`config.mk`:
```
export PLATFORM = sky130hd
export DESIGN_NAME = flash_host_ctrl
export DESIGN_NICKNAME = d
export VERILOG_FILES = /design/src/flash_host_pkg.sv /design/src/flash_cycle_if.sv /design/src/flash_host_ctrl.sv /design/src/flash_cycle_seq.sv
export SDC_FILE = /design/constraint.sdc
export NUM_CORES = 1
export LEC_CHECK = 0
export ABC_AREA = 1
export BUFFER_PORTS_ARGS = -buffer_cell sky130_fd_sc_hd__buf_2
export CORE_UTILIZATION = 45
export DETAILED_ROUTE_END_ITERATION = 6
export GPL_ROUTABILITY_DRIVEN = 0
export PLACE_DENSITY_LB_ADDON = 0.2
export SETUP_SLACK_MARGIN = 0.02
export SLEW_MARGIN = 0
export SYNTH_ARGS = -nofsm -noshare
export SYNTH_HDL_FRONTEND = slang
export SYNTH_SLANG_ARGS = --single-unit
```
`constraint.sdc`:
```
create_clock -name CLOCK -period 22.8 [get_ports CLOCK]
set_input_delay 3.42 -clock CLOCK [delete_from_list [all_inputs] [get_ports CLOCK]]
set_output_delay 3.42 -clock CLOCK [all_outputs]
set_load 0.005 [all_outputs]
```
`src/flash_host_pkg.sv`:
```
// constants, types and state layouts for the flash host controller
package flash_host_pkg;

  // ********************************
  // clock and timing
  // ********************************
  localparam int CLK_NS = 20;

  // least times round up to whole cycles
  function automatic int ns_to_cyc(input int ns);
    return (ns + CLK_NS - 1) / CLK_NS;
  endfunction

  localparam int ADDR_SETUP_NS = 40;
  localparam int STROBE_NS = 100;
  localparam int HOLD_NS = 40;
  localparam int RESET_LOW_NS = 200;
  localparam int PROG_WAIT_US = 20;
  localparam int ERASE_WAIT_MS = 1000;

  localparam int SETUP_CYC = ns_to_cyc(ADDR_SETUP_NS);
  localparam int STROBE_CYC = ns_to_cyc(STROBE_NS);
  localparam int HOLD_CYC = ns_to_cyc(HOLD_NS);
  localparam int RESET_CYC = ns_to_cyc(RESET_LOW_NS);
  localparam int PROG_WAIT_DEF = PROG_WAIT_US * 1000 / CLK_NS;
  localparam int ERASE_WAIT_DEF = ERASE_WAIT_MS * 1000000 / CLK_NS;

  // ********************************
  // widths
  // ********************************
  localparam int DATA_W = 16;
  localparam int LOW_W = 8;
  localparam int PIN_ADDR_W = 19;
  localparam int USER_ADDR_W = 20;
  localparam int SEQ_CNT_W = 4;
  localparam int WAIT_CNT_W = 27;

  // ********************************
  // command codes
  // ********************************
  localparam logic [7:0] CMD_ERASE_SETUP = 8'h20;
  localparam logic [7:0] CMD_ERASE_CONFIRM = 8'hD0;
  localparam logic [7:0] CMD_PROG_SETUP = 8'h40;
  localparam logic [7:0] CMD_READ_ARRAY = 8'hFF;
  localparam logic [7:0] CMD_IDENTIFY_DEF = 8'h90;

  // ********************************
  // types
  // ********************************
  typedef enum logic [2:0] {OP_READ, OP_PROGRAM, OP_ERASE, OP_ID_CMD, OP_ID_HV, OP_RESET} op_e;
  typedef enum logic [2:0] {
    T_RESET, T_IDLE, T_ARRAY, T_SETUP_CMD, T_CONFIRM, T_WAIT, T_ID_CMD, T_READ
  } top_st_e;
  typedef enum logic [1:0] {S_IDLE, S_SETUP, S_STROBE, S_HOLD} seq_st_e;

  typedef struct packed {
    seq_st_e st;
    logic [SEQ_CNT_W-1:0] cnt;
    logic ce_n;
    logic oe_n;
    logic we_n;
    logic byte_n;
    logic wr;
    logic done;
    logic [PIN_ADDR_W-1:0] pin_addr;
    logic [DATA_W-1:0] dq_o;
    logic [DATA_W-1:0] dq_oe;
    logic [DATA_W-1:0] dq_s1;
    logic [DATA_W-1:0] dq_s2;
    logic [DATA_W-1:0] rdata;
  } seq_s;

  typedef struct packed {
    top_st_e st;
    op_e op;
    logic [WAIT_CNT_W-1:0] cnt;
    logic [USER_ADDR_W-1:0] addr;
    logic [DATA_W-1:0] wdata;
    logic array_mode;
    logic ready;
    logic rsp_valid;
    logic [DATA_W-1:0] rsp_data;
    logic reset_powerdown_n;
    logic wp;
    logic a9_hv;
    logic vpp;
    logic req;
    logic wr;
    logic byte_m;
    logic [USER_ADDR_W-1:0] caddr;
    logic [DATA_W-1:0] cdata;
    logic [7:0] last_cmd;
  } top_s;

endpackage

```
`src/flash_cycle_if.sv`:
```
// bus-cycle request and pin-state bundle between controller and cycle sequencer
`timescale 1ns/1ns
interface flash_cycle_if;
  import flash_host_pkg::*;
  logic req;
  logic wr;
  logic byte_m;
  logic [USER_ADDR_W-1:0] addr;
  logic [DATA_W-1:0] wdata;
  logic [DATA_W-1:0] dq_i;
  logic done;
  logic [DATA_W-1:0] rdata;
  logic ce_n;
  logic oe_n;
  logic we_n;
  logic byte_n;
  logic [PIN_ADDR_W-1:0] pin_addr;
  logic [DATA_W-1:0] dq_o;
  logic [DATA_W-1:0] dq_oe;

  modport ctrl (output req, wr, byte_m, addr, wdata, dq_i,
                input done, rdata, ce_n, oe_n, we_n, byte_n, pin_addr, dq_o, dq_oe);
  modport seq (input req, wr, byte_m, addr, wdata, dq_i,
               output done, rdata, ce_n, oe_n, we_n, byte_n, pin_addr, dq_o, dq_oe);
endinterface

```
`src/flash_host_ctrl.sv`:
```
// host-side controller for a boot-block flash on its asynchronous parallel bus
// Overview of operation
// - top data pin is data bit 15 in word width, low address in byte width.
// - programming supply stays high from confirm cycle until the operation completes.
// - erase confirm D0h is written only right after erase setup 20h.
// - data to program is written only right after a program setup command.
// - read array FFh is issued after write or erase before reading the array.
`timescale 1ns/1ns
module flash_host_ctrl
  import flash_host_pkg::*;
#(
  parameter int unsigned PROG_WAIT_CYC = PROG_WAIT_DEF,
  parameter int unsigned ERASE_WAIT_CYC = ERASE_WAIT_DEF,
  parameter logic [7:0] ID_CMD = CMD_IDENTIFY_DEF
) (
  input wire logic CLOCK,
  input wire logic RST,
  input wire logic REQ_VALID,
  input wire logic [2:0] REQ_OP,
  input wire logic [USER_ADDR_W-1:0] REQ_ADDR,
  input wire logic [DATA_W-1:0] REQ_WDATA,
  input wire logic REQ_BOOT,
  input wire logic BYTE_MODE,
  output logic REQ_READY,
  output logic RSP_VALID,
  output logic [DATA_W-1:0] RSP_DATA,
  output logic FL_CE_N,
  output logic FL_OE_N,
  output logic FL_WE_N,
  output logic FL_RESET_POWERDOWN_N,
  output logic FL_WP,
  output logic FL_BYTE_N,
  output logic FL_ID_ELEVATED_VOLTAGE,
  output logic FL_VPP_EN,
  output logic [PIN_ADDR_W-1:0] FL_ADDR,
  output logic [DATA_W-1:0] FL_DQ_O,
  output logic [DATA_W-1:0] FL_DQ_OE,
  input wire logic [DATA_W-1:0] FL_DQ_I
);

  localparam top_s TOP_RST = '{st: T_RESET, op: OP_READ,
                               cnt: WAIT_CNT_W'(RESET_CYC - 1), default: '0};

  top_s s_r;
  top_s s_nxt;
  flash_cycle_if cif ();

  // queue one bus cycle on the sequencer
  function automatic top_s issue(input top_s t, input logic wr,
                                 input logic [USER_ADDR_W-1:0] a, input logic [DATA_W-1:0] d);
    t.req = 1'h1;
    t.wr = wr;
    t.caddr = a;
    t.cdata = d;
    return t;
  endfunction

  // ********************************
  // command sequencing
  // ********************************
  always_comb begin
    s_nxt = s_r;
    s_nxt.req = 1'h0;
    s_nxt.rsp_valid = 1'h0;
    if (cif.done && s_r.wr) begin
      s_nxt.last_cmd = s_r.cdata[LOW_W-1:0];
    end
    case (s_r.st)
      T_RESET: begin
        // device state is known to us afterwards only as array read
        s_nxt.reset_powerdown_n = 1'h0;
        s_nxt.array_mode = 1'h1;
        if (s_r.cnt == '0) begin
          s_nxt.reset_powerdown_n = 1'h1;
          s_nxt.ready = 1'h1;
          s_nxt.st = T_IDLE;
        end else begin
          s_nxt.cnt = s_r.cnt - 1'h1;
        end
      end
      T_IDLE: begin
        if (REQ_VALID && s_r.ready) begin
          s_nxt.ready = 1'h0;
          s_nxt.op = op_e'(REQ_OP);
          s_nxt.addr = REQ_ADDR;
          s_nxt.wdata = REQ_WDATA;
          s_nxt.byte_m = BYTE_MODE;
          case (REQ_OP)
            OP_READ: begin
              if (s_r.array_mode) begin
                s_nxt = issue(s_nxt, 1'h0, REQ_ADDR, '0);
                s_nxt.st = T_READ;
              end else begin
                s_nxt = issue(s_nxt, 1'h1, REQ_ADDR, DATA_W'(CMD_READ_ARRAY));
                s_nxt.st = T_ARRAY;
              end
            end
            OP_PROGRAM: begin
              s_nxt.wp = REQ_BOOT;
              s_nxt.vpp = 1'h1;
              s_nxt = issue(s_nxt, 1'h1, REQ_ADDR, DATA_W'(CMD_PROG_SETUP));
              s_nxt.st = T_SETUP_CMD;
            end
            OP_ERASE: begin
              s_nxt.wp = REQ_BOOT;
              s_nxt.vpp = 1'h1;
              s_nxt = issue(s_nxt, 1'h1, REQ_ADDR, DATA_W'(CMD_ERASE_SETUP));
              s_nxt.st = T_SETUP_CMD;
            end
            OP_ID_CMD: begin
              s_nxt = issue(s_nxt, 1'h1, REQ_ADDR, DATA_W'(ID_CMD));
              s_nxt.st = T_ID_CMD;
            end
            OP_ID_HV: begin
              // elevated level is raised with the read request, one cycle before the address setup
              s_nxt.a9_hv = 1'h1;
              s_nxt = issue(s_nxt, 1'h0, REQ_ADDR, '0);
              s_nxt.st = T_READ;
            end
            OP_RESET: begin
              s_nxt.reset_powerdown_n = 1'h0;
              s_nxt.cnt = WAIT_CNT_W'(RESET_CYC - 1);
              s_nxt.st = T_RESET;
            end
            default: begin
              s_nxt.ready = 1'h1;
            end
          endcase
        end
      end
      T_SETUP_CMD: begin
        if (cif.done) begin
          if (s_r.op == OP_PROGRAM) begin
            s_nxt = issue(s_nxt, 1'h1, s_r.addr, s_r.wdata);
          end else begin
            s_nxt = issue(s_nxt, 1'h1, s_r.addr, DATA_W'(CMD_ERASE_CONFIRM));
          end
          s_nxt.st = T_CONFIRM;
        end
      end
      T_CONFIRM: begin
        if (cif.done) begin
          s_nxt.array_mode = 1'h0;
          s_nxt.cnt = (s_r.op == OP_PROGRAM) ? WAIT_CNT_W'(PROG_WAIT_CYC - 1)
                                            : WAIT_CNT_W'(ERASE_WAIT_CYC - 1);
          s_nxt.st = T_WAIT;
        end
      end
      T_WAIT: begin
        // no status polling: supply is held for the whole worst-case time
        if (s_r.cnt == '0) begin
          s_nxt.vpp = 1'h0;
          s_nxt.wp = 1'h0;
          s_nxt.rsp_valid = 1'h1;
          s_nxt.rsp_data = '0;
          s_nxt.ready = 1'h1;
          s_nxt.st = T_IDLE;
        end else begin
          s_nxt.cnt = s_r.cnt - 1'h1;
        end
      end
      T_ARRAY: begin
        if (cif.done) begin
          s_nxt.array_mode = 1'h1;
          s_nxt = issue(s_nxt, 1'h0, s_r.addr, '0);
          s_nxt.st = T_READ;
        end
      end
      T_ID_CMD: begin
        if (cif.done) begin
          s_nxt.array_mode = 1'h0;
          s_nxt = issue(s_nxt, 1'h0, s_r.addr, '0);
          s_nxt.st = T_READ;
        end
      end
      default: begin
        if (cif.done) begin
          s_nxt.rsp_data = cif.rdata;
          s_nxt.rsp_valid = 1'h1;
          s_nxt.a9_hv = 1'h0;
          s_nxt.ready = 1'h1;
          s_nxt.st = T_IDLE;
        end
      end
    endcase
  end

  always_ff @(posedge CLOCK or posedge RST) begin
    if (RST) begin
      s_r <= TOP_RST;
    end else begin
      s_r <= s_nxt;
    end
  end

  // ********************************
  // sequencer and pins
  // ********************************
  assign cif.req = s_r.req;
  assign cif.wr = s_r.wr;
  assign cif.byte_m = s_r.byte_m;
  assign cif.addr = s_r.caddr;
  assign cif.wdata = s_r.cdata;
  assign cif.dq_i = FL_DQ_I;

  flash_cycle_seq u_seq (
    .clk(CLOCK),
    .rst(RST),
    .cif(cif)
  );

  assign REQ_READY = s_r.ready;
  assign RSP_VALID = s_r.rsp_valid;
  assign RSP_DATA = s_r.rsp_data;
  assign FL_RESET_POWERDOWN_N = s_r.reset_powerdown_n;
  assign FL_WP = s_r.wp;
  assign FL_ID_ELEVATED_VOLTAGE = s_r.a9_hv;
  assign FL_VPP_EN = s_r.vpp;
  assign FL_CE_N = cif.ce_n;
  assign FL_OE_N = cif.oe_n;
  assign FL_WE_N = cif.we_n;
  assign FL_BYTE_N = cif.byte_n;
  assign FL_ADDR = cif.pin_addr;
  assign FL_DQ_O = cif.dq_o;
  assign FL_DQ_OE = cif.dq_oe;
endmodule

```
`src/flash_cycle_seq.sv`:
```
// one asynchronous read or write cycle on the flash pins
`timescale 1ns/1ns
module flash_cycle_seq
  import flash_host_pkg::*;
(
  input wire logic clk,
  input wire logic rst,
  flash_cycle_if.seq cif
);

  localparam seq_s SEQ_RST = '{st: S_IDLE, ce_n: 1'h1, oe_n: 1'h1, we_n: 1'h1, byte_n: 1'h1,
                               default: '0};
  localparam int SEQ_MAX = SETUP_CYC + STROBE_CYC + HOLD_CYC + 2;

  seq_s s_r;
  seq_s s_nxt;

  // ********************************
  // cycle sequencing
  // ********************************
  always_comb begin
    s_nxt = s_r;
    s_nxt.done = 1'h0;
    s_nxt.dq_s1 = cif.dq_i;
    s_nxt.dq_s2 = s_r.dq_s1;
    case (s_r.st)
      S_IDLE: begin
        if (cif.req) begin
          s_nxt.wr = cif.wr;
          s_nxt.byte_n = ~cif.byte_m;
          s_nxt.ce_n = 1'h0;
          s_nxt.cnt = SEQ_CNT_W'(SETUP_CYC - 1);
          s_nxt.st = S_SETUP;
          if (cif.byte_m) begin
            // top data pin becomes the lowest address bit, upper lines float
            s_nxt.pin_addr = cif.addr[USER_ADDR_W-1:1];
            s_nxt.dq_o = {cif.addr[0], cif.wdata[DATA_W-2:0]};
            s_nxt.dq_oe = '0;
            s_nxt.dq_oe[LOW_W-1:0] = {LOW_W{cif.wr}};
            s_nxt.dq_oe[DATA_W-1] = 1'h1;
          end else begin
            s_nxt.pin_addr = cif.addr[PIN_ADDR_W-1:0];
            s_nxt.dq_o = cif.wdata;
            s_nxt.dq_oe = {DATA_W{cif.wr}};
          end
        end
      end
      S_SETUP: begin
        if (s_r.cnt == '0) begin
          s_nxt.we_n = ~s_r.wr;
          s_nxt.oe_n = s_r.wr;
          s_nxt.cnt = SEQ_CNT_W'(STROBE_CYC - 1);
          s_nxt.st = S_STROBE;
        end else begin
          s_nxt.cnt = s_r.cnt - 1'h1;
        end
      end
      S_STROBE: begin
        if (s_r.cnt == '0) begin
          s_nxt.we_n = 1'h1;
          s_nxt.oe_n = 1'h1;
          // in byte width only the low lines carry data
          s_nxt.rdata = s_r.byte_n ? s_r.dq_s2 : DATA_W'(s_r.dq_s2[LOW_W-1:0]);
          s_nxt.cnt = SEQ_CNT_W'(HOLD_CYC - 1);
          s_nxt.st = S_HOLD;
        end else begin
          s_nxt.cnt = s_r.cnt - 1'h1;
        end
      end
      default: begin
        if (s_r.cnt == '0) begin
          s_nxt.ce_n = 1'h1;
          s_nxt.dq_oe = '0;
          s_nxt.done = 1'h1;
          s_nxt.st = S_IDLE;
        end else begin
          s_nxt.cnt = s_r.cnt - 1'h1;
        end
      end
    endcase
  end

  always_ff @(posedge clk or posedge rst) begin
    if (rst) begin
      s_r <= SEQ_RST;
    end else begin
      s_r <= s_nxt;
    end
  end

  assign cif.done = s_r.done;
  assign cif.rdata = s_r.rdata;
  assign cif.ce_n = s_r.ce_n;
  assign cif.oe_n = s_r.oe_n;
  assign cif.we_n = s_r.we_n;
  assign cif.byte_n = s_r.byte_n;
  assign cif.pin_addr = s_r.pin_addr;
  assign cif.dq_o = s_r.dq_o;
  assign cif.dq_oe = s_r.dq_oe;
endmodule

```
==> flow_metrics.env, run 1 <==
export IMPL_post_cts_resized=0
export IMPL_rsz0062_at_grt="false"
export IMPL_synth_warnings=0
export IMPL_ys_seq_area_frac=0.545
export IMPL_yosysMostFrequentCell="nand2_1"
export IMPL_post_cts_buffers=0
export IMPL_power_density_nw_per_um2=71.9
export IMPL_startpoint_type="input pin"
export IMPL_rows=55
export IMPL_max_freq_ghz=0.185
export IMPL_ys_types=41
export IMPL_die_h_um=155
export IMPL_clk_latency_ns=0.53
export IMPL_ant_nets=0
export IMPL_slew_violations=0
export IMPL_ir_drop_uv=43.5
export IMPL_route_vias_total=8111
export IMPL_cap_violations=0
export IMPL_p_leak_nw=6.33
export IMPL_drt_iter0_markers=532
export IMPL_grt_antenna_before_repair=2
export IMPL_nets=1370
export IMPL_core_area_sq_um=22800
export IMPL_holdBufCountCts=0
export IMPL_hold_viol=0
export IMPL_setup_viol=0
export IMPL_gr_total_overflow=0
export IMPL_finalSetupTns_ns=0
export IMPL_dp_slack_ns=16.83
export IMPL_critPathMaxStageDelay_ns=0.92
export IMPL_synthesis_nets=1309
export IMPL_synthTopCellsByArea="dfrtp_1 53%, nand2_1 13%, buf_4 4.8%"
export IMPL_hp_class="flip-flop to flip-flop"
export IMPL_wire_per_inst_um=14.5
export IMPL_syn_avg_cell_area_sq_um=8.48
export IMPL_first_pass_iters=5
export IMPL_io_pins=137
export IMPL_stdcell_count=1634
export IMPL_outcome="finished, final reports clean"
export IMPL_wl_mm=23.7
export IMPL_grt_usage=0.202
export IMPL_syn2layout_area_growth_pct=12.5
export IMPL_crit_required_ns=23.22
export IMPL_critPathSlowestCell="clkinv_1"
export IMPL_cts_root_buf="clkbuf_16"
export IMPL_period_minus_slack_ns=5.40
export IMPL_worst_pin_slew_ns=1.02
export IMPL_hpwlAfterDp_mm=16.0
export IMPL_synthCells=1242
export IMPL_cts_buffer_depth=3
export IMPL_syn_area_sq_um=10500
export IMPL_die_area_sq_um=24000
export IMPL_grt_max_degree=84
export IMPL_synth_commonest_cells="368 x nand2_1, 223 x dfrtp_1, 107 x inv_1"
export IMPL_cts_made_buffers=25
export IMPL_drcViolationCount=0
export IMPL_synth_async_sr_flop_share=1.00
export IMPL_portBuffers=136
export IMPL_synth_flop_cell="dfrtp_1"
export IMPL_crit_chain="buf_2 -> nand2_1 -> inv_1 -> nand2_2 -> clkinv_1 -> nand2_1 -> nand4_1 -> nand2_1 -> nand2_1"
export IMPL_drive_gt1_frac=0.171
export IMPL_synth_edf_count=0
export IMPL_fin_ws_ns=17.40
export IMPL_finalClockSkew_ns=0.0137
export IMPL_initial_core_util=0.463
export IMPL_crit_top_cell="nand2_1"
export IMPL_grt_pass1_vias=7784
export IMPL_cts_tree="yes"
export IMPL_whs_ns=0.347
export IMPL_ys_seq_elements=229
export IMPL_path_max_fanout=59
export IMPL_cts_sinks=229
export IMPL_clkTransAtPathRegs_ns=0.06
export IMPL_synth_top_area_cell="dfrtp_1"
export IMPL_max_slew_margin_rel=0.317
export IMPL_vias_per_cell=4.96
export IMPL_crit_path_end_kind="flip-flop"
export IMPL_path_class="input pin to flip-flop"
export IMPL_htreeDepth=1
export IMPL_dp_cells=1589
export IMPL_utilization=0.520
export IMPL_arrival_ns=5.82
export IMPL_chipWidth_um=155
export IMPL_yosysTopAreaCellShare=0.530
export IMPL_grt_pass1_wl_mm=39.4
export IMPL_fin_crit_sh=0.237
[registers in the layout, indices dropped and copies added, names as in the netlist, 16 cells and up]
| name | flops |
|---|---|
| u_seq.cif.rdata | 16 |
| cif.addr | 20 |
| RSP_DATA | 16 |
| cif.wdata | 16 |
| u_seq.cif.dq_o | 16 |
| u_seq.s_nxt | 16 |
| s_r | 70 |
| u_seq.s_r | 23 |
| u_seq.cif.pin_addr | 19 |
[critical path, delay by kind of cell]
kind                   cells  cell delay, ns
AND/OR/NAND/NOR            6            1.30
buffers and inverters      3            1.09
[through the flow]
| step | cell area [sq um] | total power, mW |
|---|---|---|
| floorplan | 10500 | 0.425 |
| global placement | 11000 | 0.435 |
| detailed placement | 11000 | 0.435 |
| CTS | 11800 | 0.863 |
| global route | 11900 | 0.879 |
| finish | 11900 | 0.853 |
[layer usage]
metal	global-route usage	routed length, um	up-vias	share of wire
met5	0	10	-	0.00042
met2	0.328	10900	206	0.46
met4	0.0627	589	2	0.025
met1	0.280	11000	3811	0.46
li1	-	-	4047	-
met3	0.0309	1180	45	0.050
[cell families after synthesis]
| family | after synthesis | synth area share |
|---|---|---|
| and+or+nand+nor | 565 | 0.221 |
| DFF | 229 | 0.545 |
| buffers and inverters | 226 | 0.108 |
| AOI/OAI and AO/OA | 208 | 0.112 |
| xor gates and xnor gates | 7 | 0.00582 |
| adders and majority gates | 7 | 0.00831 |
[cells in the final DEF (no fill, tap or decap), drive strengths merged]
master | Yosys | layout
o21a | 2 | 2
a211oi | 1 | 1
a21oi | 57 | 57
clkinv | 2 | 6
o31ai | 3 | 3
nand2 | 376 | 376
clkinvlp | 0 | 3
a22oi | 5 | 5
or2 | 3 | 3
dfstp | 6 | 6
xnor2 | 2 | 2
nand3 | 75 | 75
ha | 7 | 7
diode | 0 | 1
and2 | 1 | 1
o21ai | 100 | 100
o22ai | 10 | 10
a31oi | 2 | 2
inv | 117 | 118
bufinv | 0 | 3
o211ai | 23 | 23
nor3 | 5 | 5
dfrtp | 223 | 223
a2bb2oi | 1 | 1
nand4 | 10 | 10
clkbuf | 20 | 33
xor2 | 5 | 5
buf | 87 | 141
nor2 | 95 | 95
o21bai | 3 | 3
a21boi | 1 | 1
[power breakdown]
part | switching [mW] | leakage, nW | total [mW] | internal, mW
Clock | 0.167 | 0.428 | 0.426 | 0.259
Combinational | 0.0120 | 3.10 | 0.0165 | 0.00444
Sequential | 0.000772 | 2.80 | 0.410 | 0.409
[cell type report]
cell class / instances / area, sq um
timing repair buffer: 141 / 718
multi-input combinational: 787 / 3660
sequential: 229 / 5740
clock inverter: 11 / 156
tap: 313 / 392
antenna: 1 / 2.50
inverter: 119 / 459
clock buffer: 33 / 726
fill: 2187 / 10900
[path summary, 6_finish.rpt]
path | from | to | slack (ns) | cells after the start
max | REQ_VALID | REQ_READY | 17.40 | 9
min | u_seq.s_nxt[20] | u_seq.s_r[20] | 0.35 | 0
max reg2reg | u_seq.s_r[109] | u_seq.cif.dq_o[7] | 19.62 | 6
min reg2reg | u_seq.s_nxt[20] | u_seq.s_r[20] | 0.35 | 0
max in group asynchronous | RST | u_seq.cif.done | 18.43 | 3
min in group asynchronous | RST | u_seq.s_nxt[26] | 2.95 | 2
No activity file was read; power rests on OpenSTA's default activity.
==> run 2: changes to the inputs <==
==> constraint.sdc (replaced) <==
create_clock -name CLOCK -period 5 [get_ports CLOCK]
set_input_delay 0.75 -clock CLOCK [delete_from_list [all_inputs] [get_ports CLOCK]]
set_output_delay 0.75 -clock CLOCK [all_outputs]
set_load 0.005 [all_outputs]
==> run 2 against run 1 <==
Clock power rose to 4.1 times the previous value. Combinational power increased to 4.7 times the previous value. Clock skew grew 0.0055 ns. Final cell count up 0.18%. Flip-flop and latch count stayed put. First-iteration DRC count decreased by 10%. Wire length shrank 0.77%. Die area is the same. Sequential power grew to 4.6 times the previous value. Non-clock buffer count rose by 3. Utilization shrank 0.29 points. Highest routed layer is now met4.
==> flow_metrics.env, run 2 (same netlist as run 1, synthesis figures left out) <==
export IMPL_grt_max_degree=135
export IMPL_critPathSlowestCell="clkinv_1"
export IMPL_first_pass_iters=6
export IMPL_rows=55
export IMPL_reg2reg_depth=5
export IMPL_hold_viol=0
export IMPL_holdBufCountCts=0
export IMPL_portBuffers=136
export IMPL_post_cts_resized=0
export IMPL_ir_drop_uv=203
export IMPL_r2r_end="u_seq.s_r[100]"
export IMPL_min_delay_path_depth=1
export IMPL_post_cts_buffers=0
export IMPL_drive_gt1_frac=0.170
export IMPL_p_leak_nw=6.29
export IMPL_clk_latency_ns=0.52
export IMPL_io_pins=137
export IMPL_max_freq_ghz=0.329
export IMPL_clkTransAtPathRegs_ns=0.06
export IMPL_path_class="flip-flop to flip-flop"
export IMPL_path_max_fanout=51
export IMPL_hp_class="input pin to flip-flop"
export IMPL_fill_cells=2200
export IMPL_crit_path_end_kind="flip-flop"
export IMPL_wire_per_inst_um=14.4
export IMPL_drcViolationCount=0
export IMPL_arrival_ns=3.44
export IMPL_critPathMaxStageDelay_ns=0.99
export IMPL_chipWidth_um=155
export IMPL_slew_violations=0
export IMPL_power_density_nw_per_um2=315
export IMPL_crit_chain="inv_1 -> ha_1 -> nand2_2 -> clkinv_1 -> o21ai_0"
export IMPL_crit_required_ns=5.40
export IMPL_startpoint_type="flip-flop"
export IMPL_final_cell_mix="367 x nand2_1, 223 x dfrtp_1, 136 x buf_2"
export IMPL_finalSetupTns_ns=0
export IMPL_max_slew_margin_rel=0.306
export IMPL_largest_register_ffs=70
export IMPL_cts_root_buf="clkbuf_16"
export IMPL_cts_made_buffers=25
export IMPL_htreeDepth=1
export IMPL_drt_iter0_markers=477
export IMPL_wl_mm=23.6
export IMPL_route_vias_total=8136
export IMPL_hp_start="FL_DQ_I[6]"
export IMPL_rsz0062_at_grt="false"
export IMPL_initial_core_util=0.463
export IMPL_antenna_cells=0
export IMPL_cap_violations=0
export IMPL_fin_ws_ns=1.96
export IMPL_grt_usage=0.204
export IMPL_ant_nets=0
export IMPL_grt_pass1_vias=7800
export IMPL_cp_top_family="buffers and inverters"
export IMPL_nets=1373
export IMPL_cts_sinks=229
export IMPL_period_minus_slack_ns=3.04
export IMPL_cts_buffer_depth=3
export IMPL_outcome="finished, final reports clean"
export IMPL_hold_end="u_seq.s_nxt[22]"
export IMPL_gr_total_overflow=0
export IMPL_fin_crit_sh=0.608
export IMPL_die_h_um=155
export IMPL_vias_per_cell=4.97
export IMPL_crit_buf_inv=2
export IMPL_setup_viol=0
export IMPL_worst_pin_slew_ns=1.04
export IMPL_finalClockSkew_ns=0.0191
export IMPL_cts_tree="yes"
export IMPL_grt_pass1_wl_mm=39.7
export IMPL_syn2layout_area_growth_pct=11.9
export IMPL_hpwlAfterDp_mm=16.1
export IMPL_r2r_start="u_seq.s_r[109]"
export IMPL_core_area_sq_um=22800
export IMPL_dp_slack_ns=1.89
export IMPL_top_register="s_r"
export IMPL_die_area_sq_um=24000
export IMPL_layout_commonest_cell="nand2_1"
export IMPL_grt_antenna_before_repair=0
export IMPL_r2r_setup_slack_ns=1.96
-- run 2: routing by layer --
| layer | vias up | routed length, um | global-route usage |
|---|---|---|---|
| li1 | 4051 | - | - |
| met3 | 32 | 954 | 0.0287 |
| met1 | 3860 | 11300 | 0.295 |
| met2 | 193 | 10800 | 0.324 |
| met4 | 0 | 479 | 0.0486 |
| met5 | - | 0 | 0 |
-- run 2: layout make-up --
class | instances | area (sq um) | share of cell area
tap | 313 | 392 | 0.0332
sequential | 229 | 5740 | 0.487
clock inverter | 11 | 97.6 | 0.00828
multi-input combinational | 787 | 3660 | 0.311
clock buffer | 34 | 689 | 0.0585
timing repair buffer | 144 | 753 | 0.0639
inverter | 119 | 455 | 0.0386
-- run 2: worst max path at each step --
stage                   startpoint  slack [ns]  depth (start not counted)                endpoint
finish              u_seq.s_r[109]        1.96                          5          u_seq.s_r[100]
global placement    u_seq.s_r[109]        2.02                          5          u_seq.s_r[100]
CTS                 u_seq.s_r[109]        1.86                          6   u_seq.cif.pin_addr[6]
detailed placement  u_seq.s_r[109]        1.89                          6  u_seq.cif.pin_addr[10]
floorplan                      RST        1.26                          1  FL_ID_ELEVATED_VOLTAGE
global route        u_seq.s_r[109]        1.57                          6   u_seq.cif.pin_addr[4]
-- run 2: power breakdown --
group	total, mW	internal [mW]	switching (mW)
logic	0.0771	0.0218	0.0553
clock network	1.76	1.02	0.740
registers	1.87	1.87	0.00336
-- run 2: metrics by stage --
stage	cells	util	total power, mW	hold slack [ns]	cell area (sq um)
floorplan	1242	-	1.94	0.331	10500
global placement	1592	0.483	1.98	0.334	11000
detailed placement	1592	0.483	1.98	0.335	11000
CTS	1637	0.517	3.75	0.319	11800
global route	1637	0.517	3.84	0.317	11800
finish	1637	0.517	3.71	0.343	11800
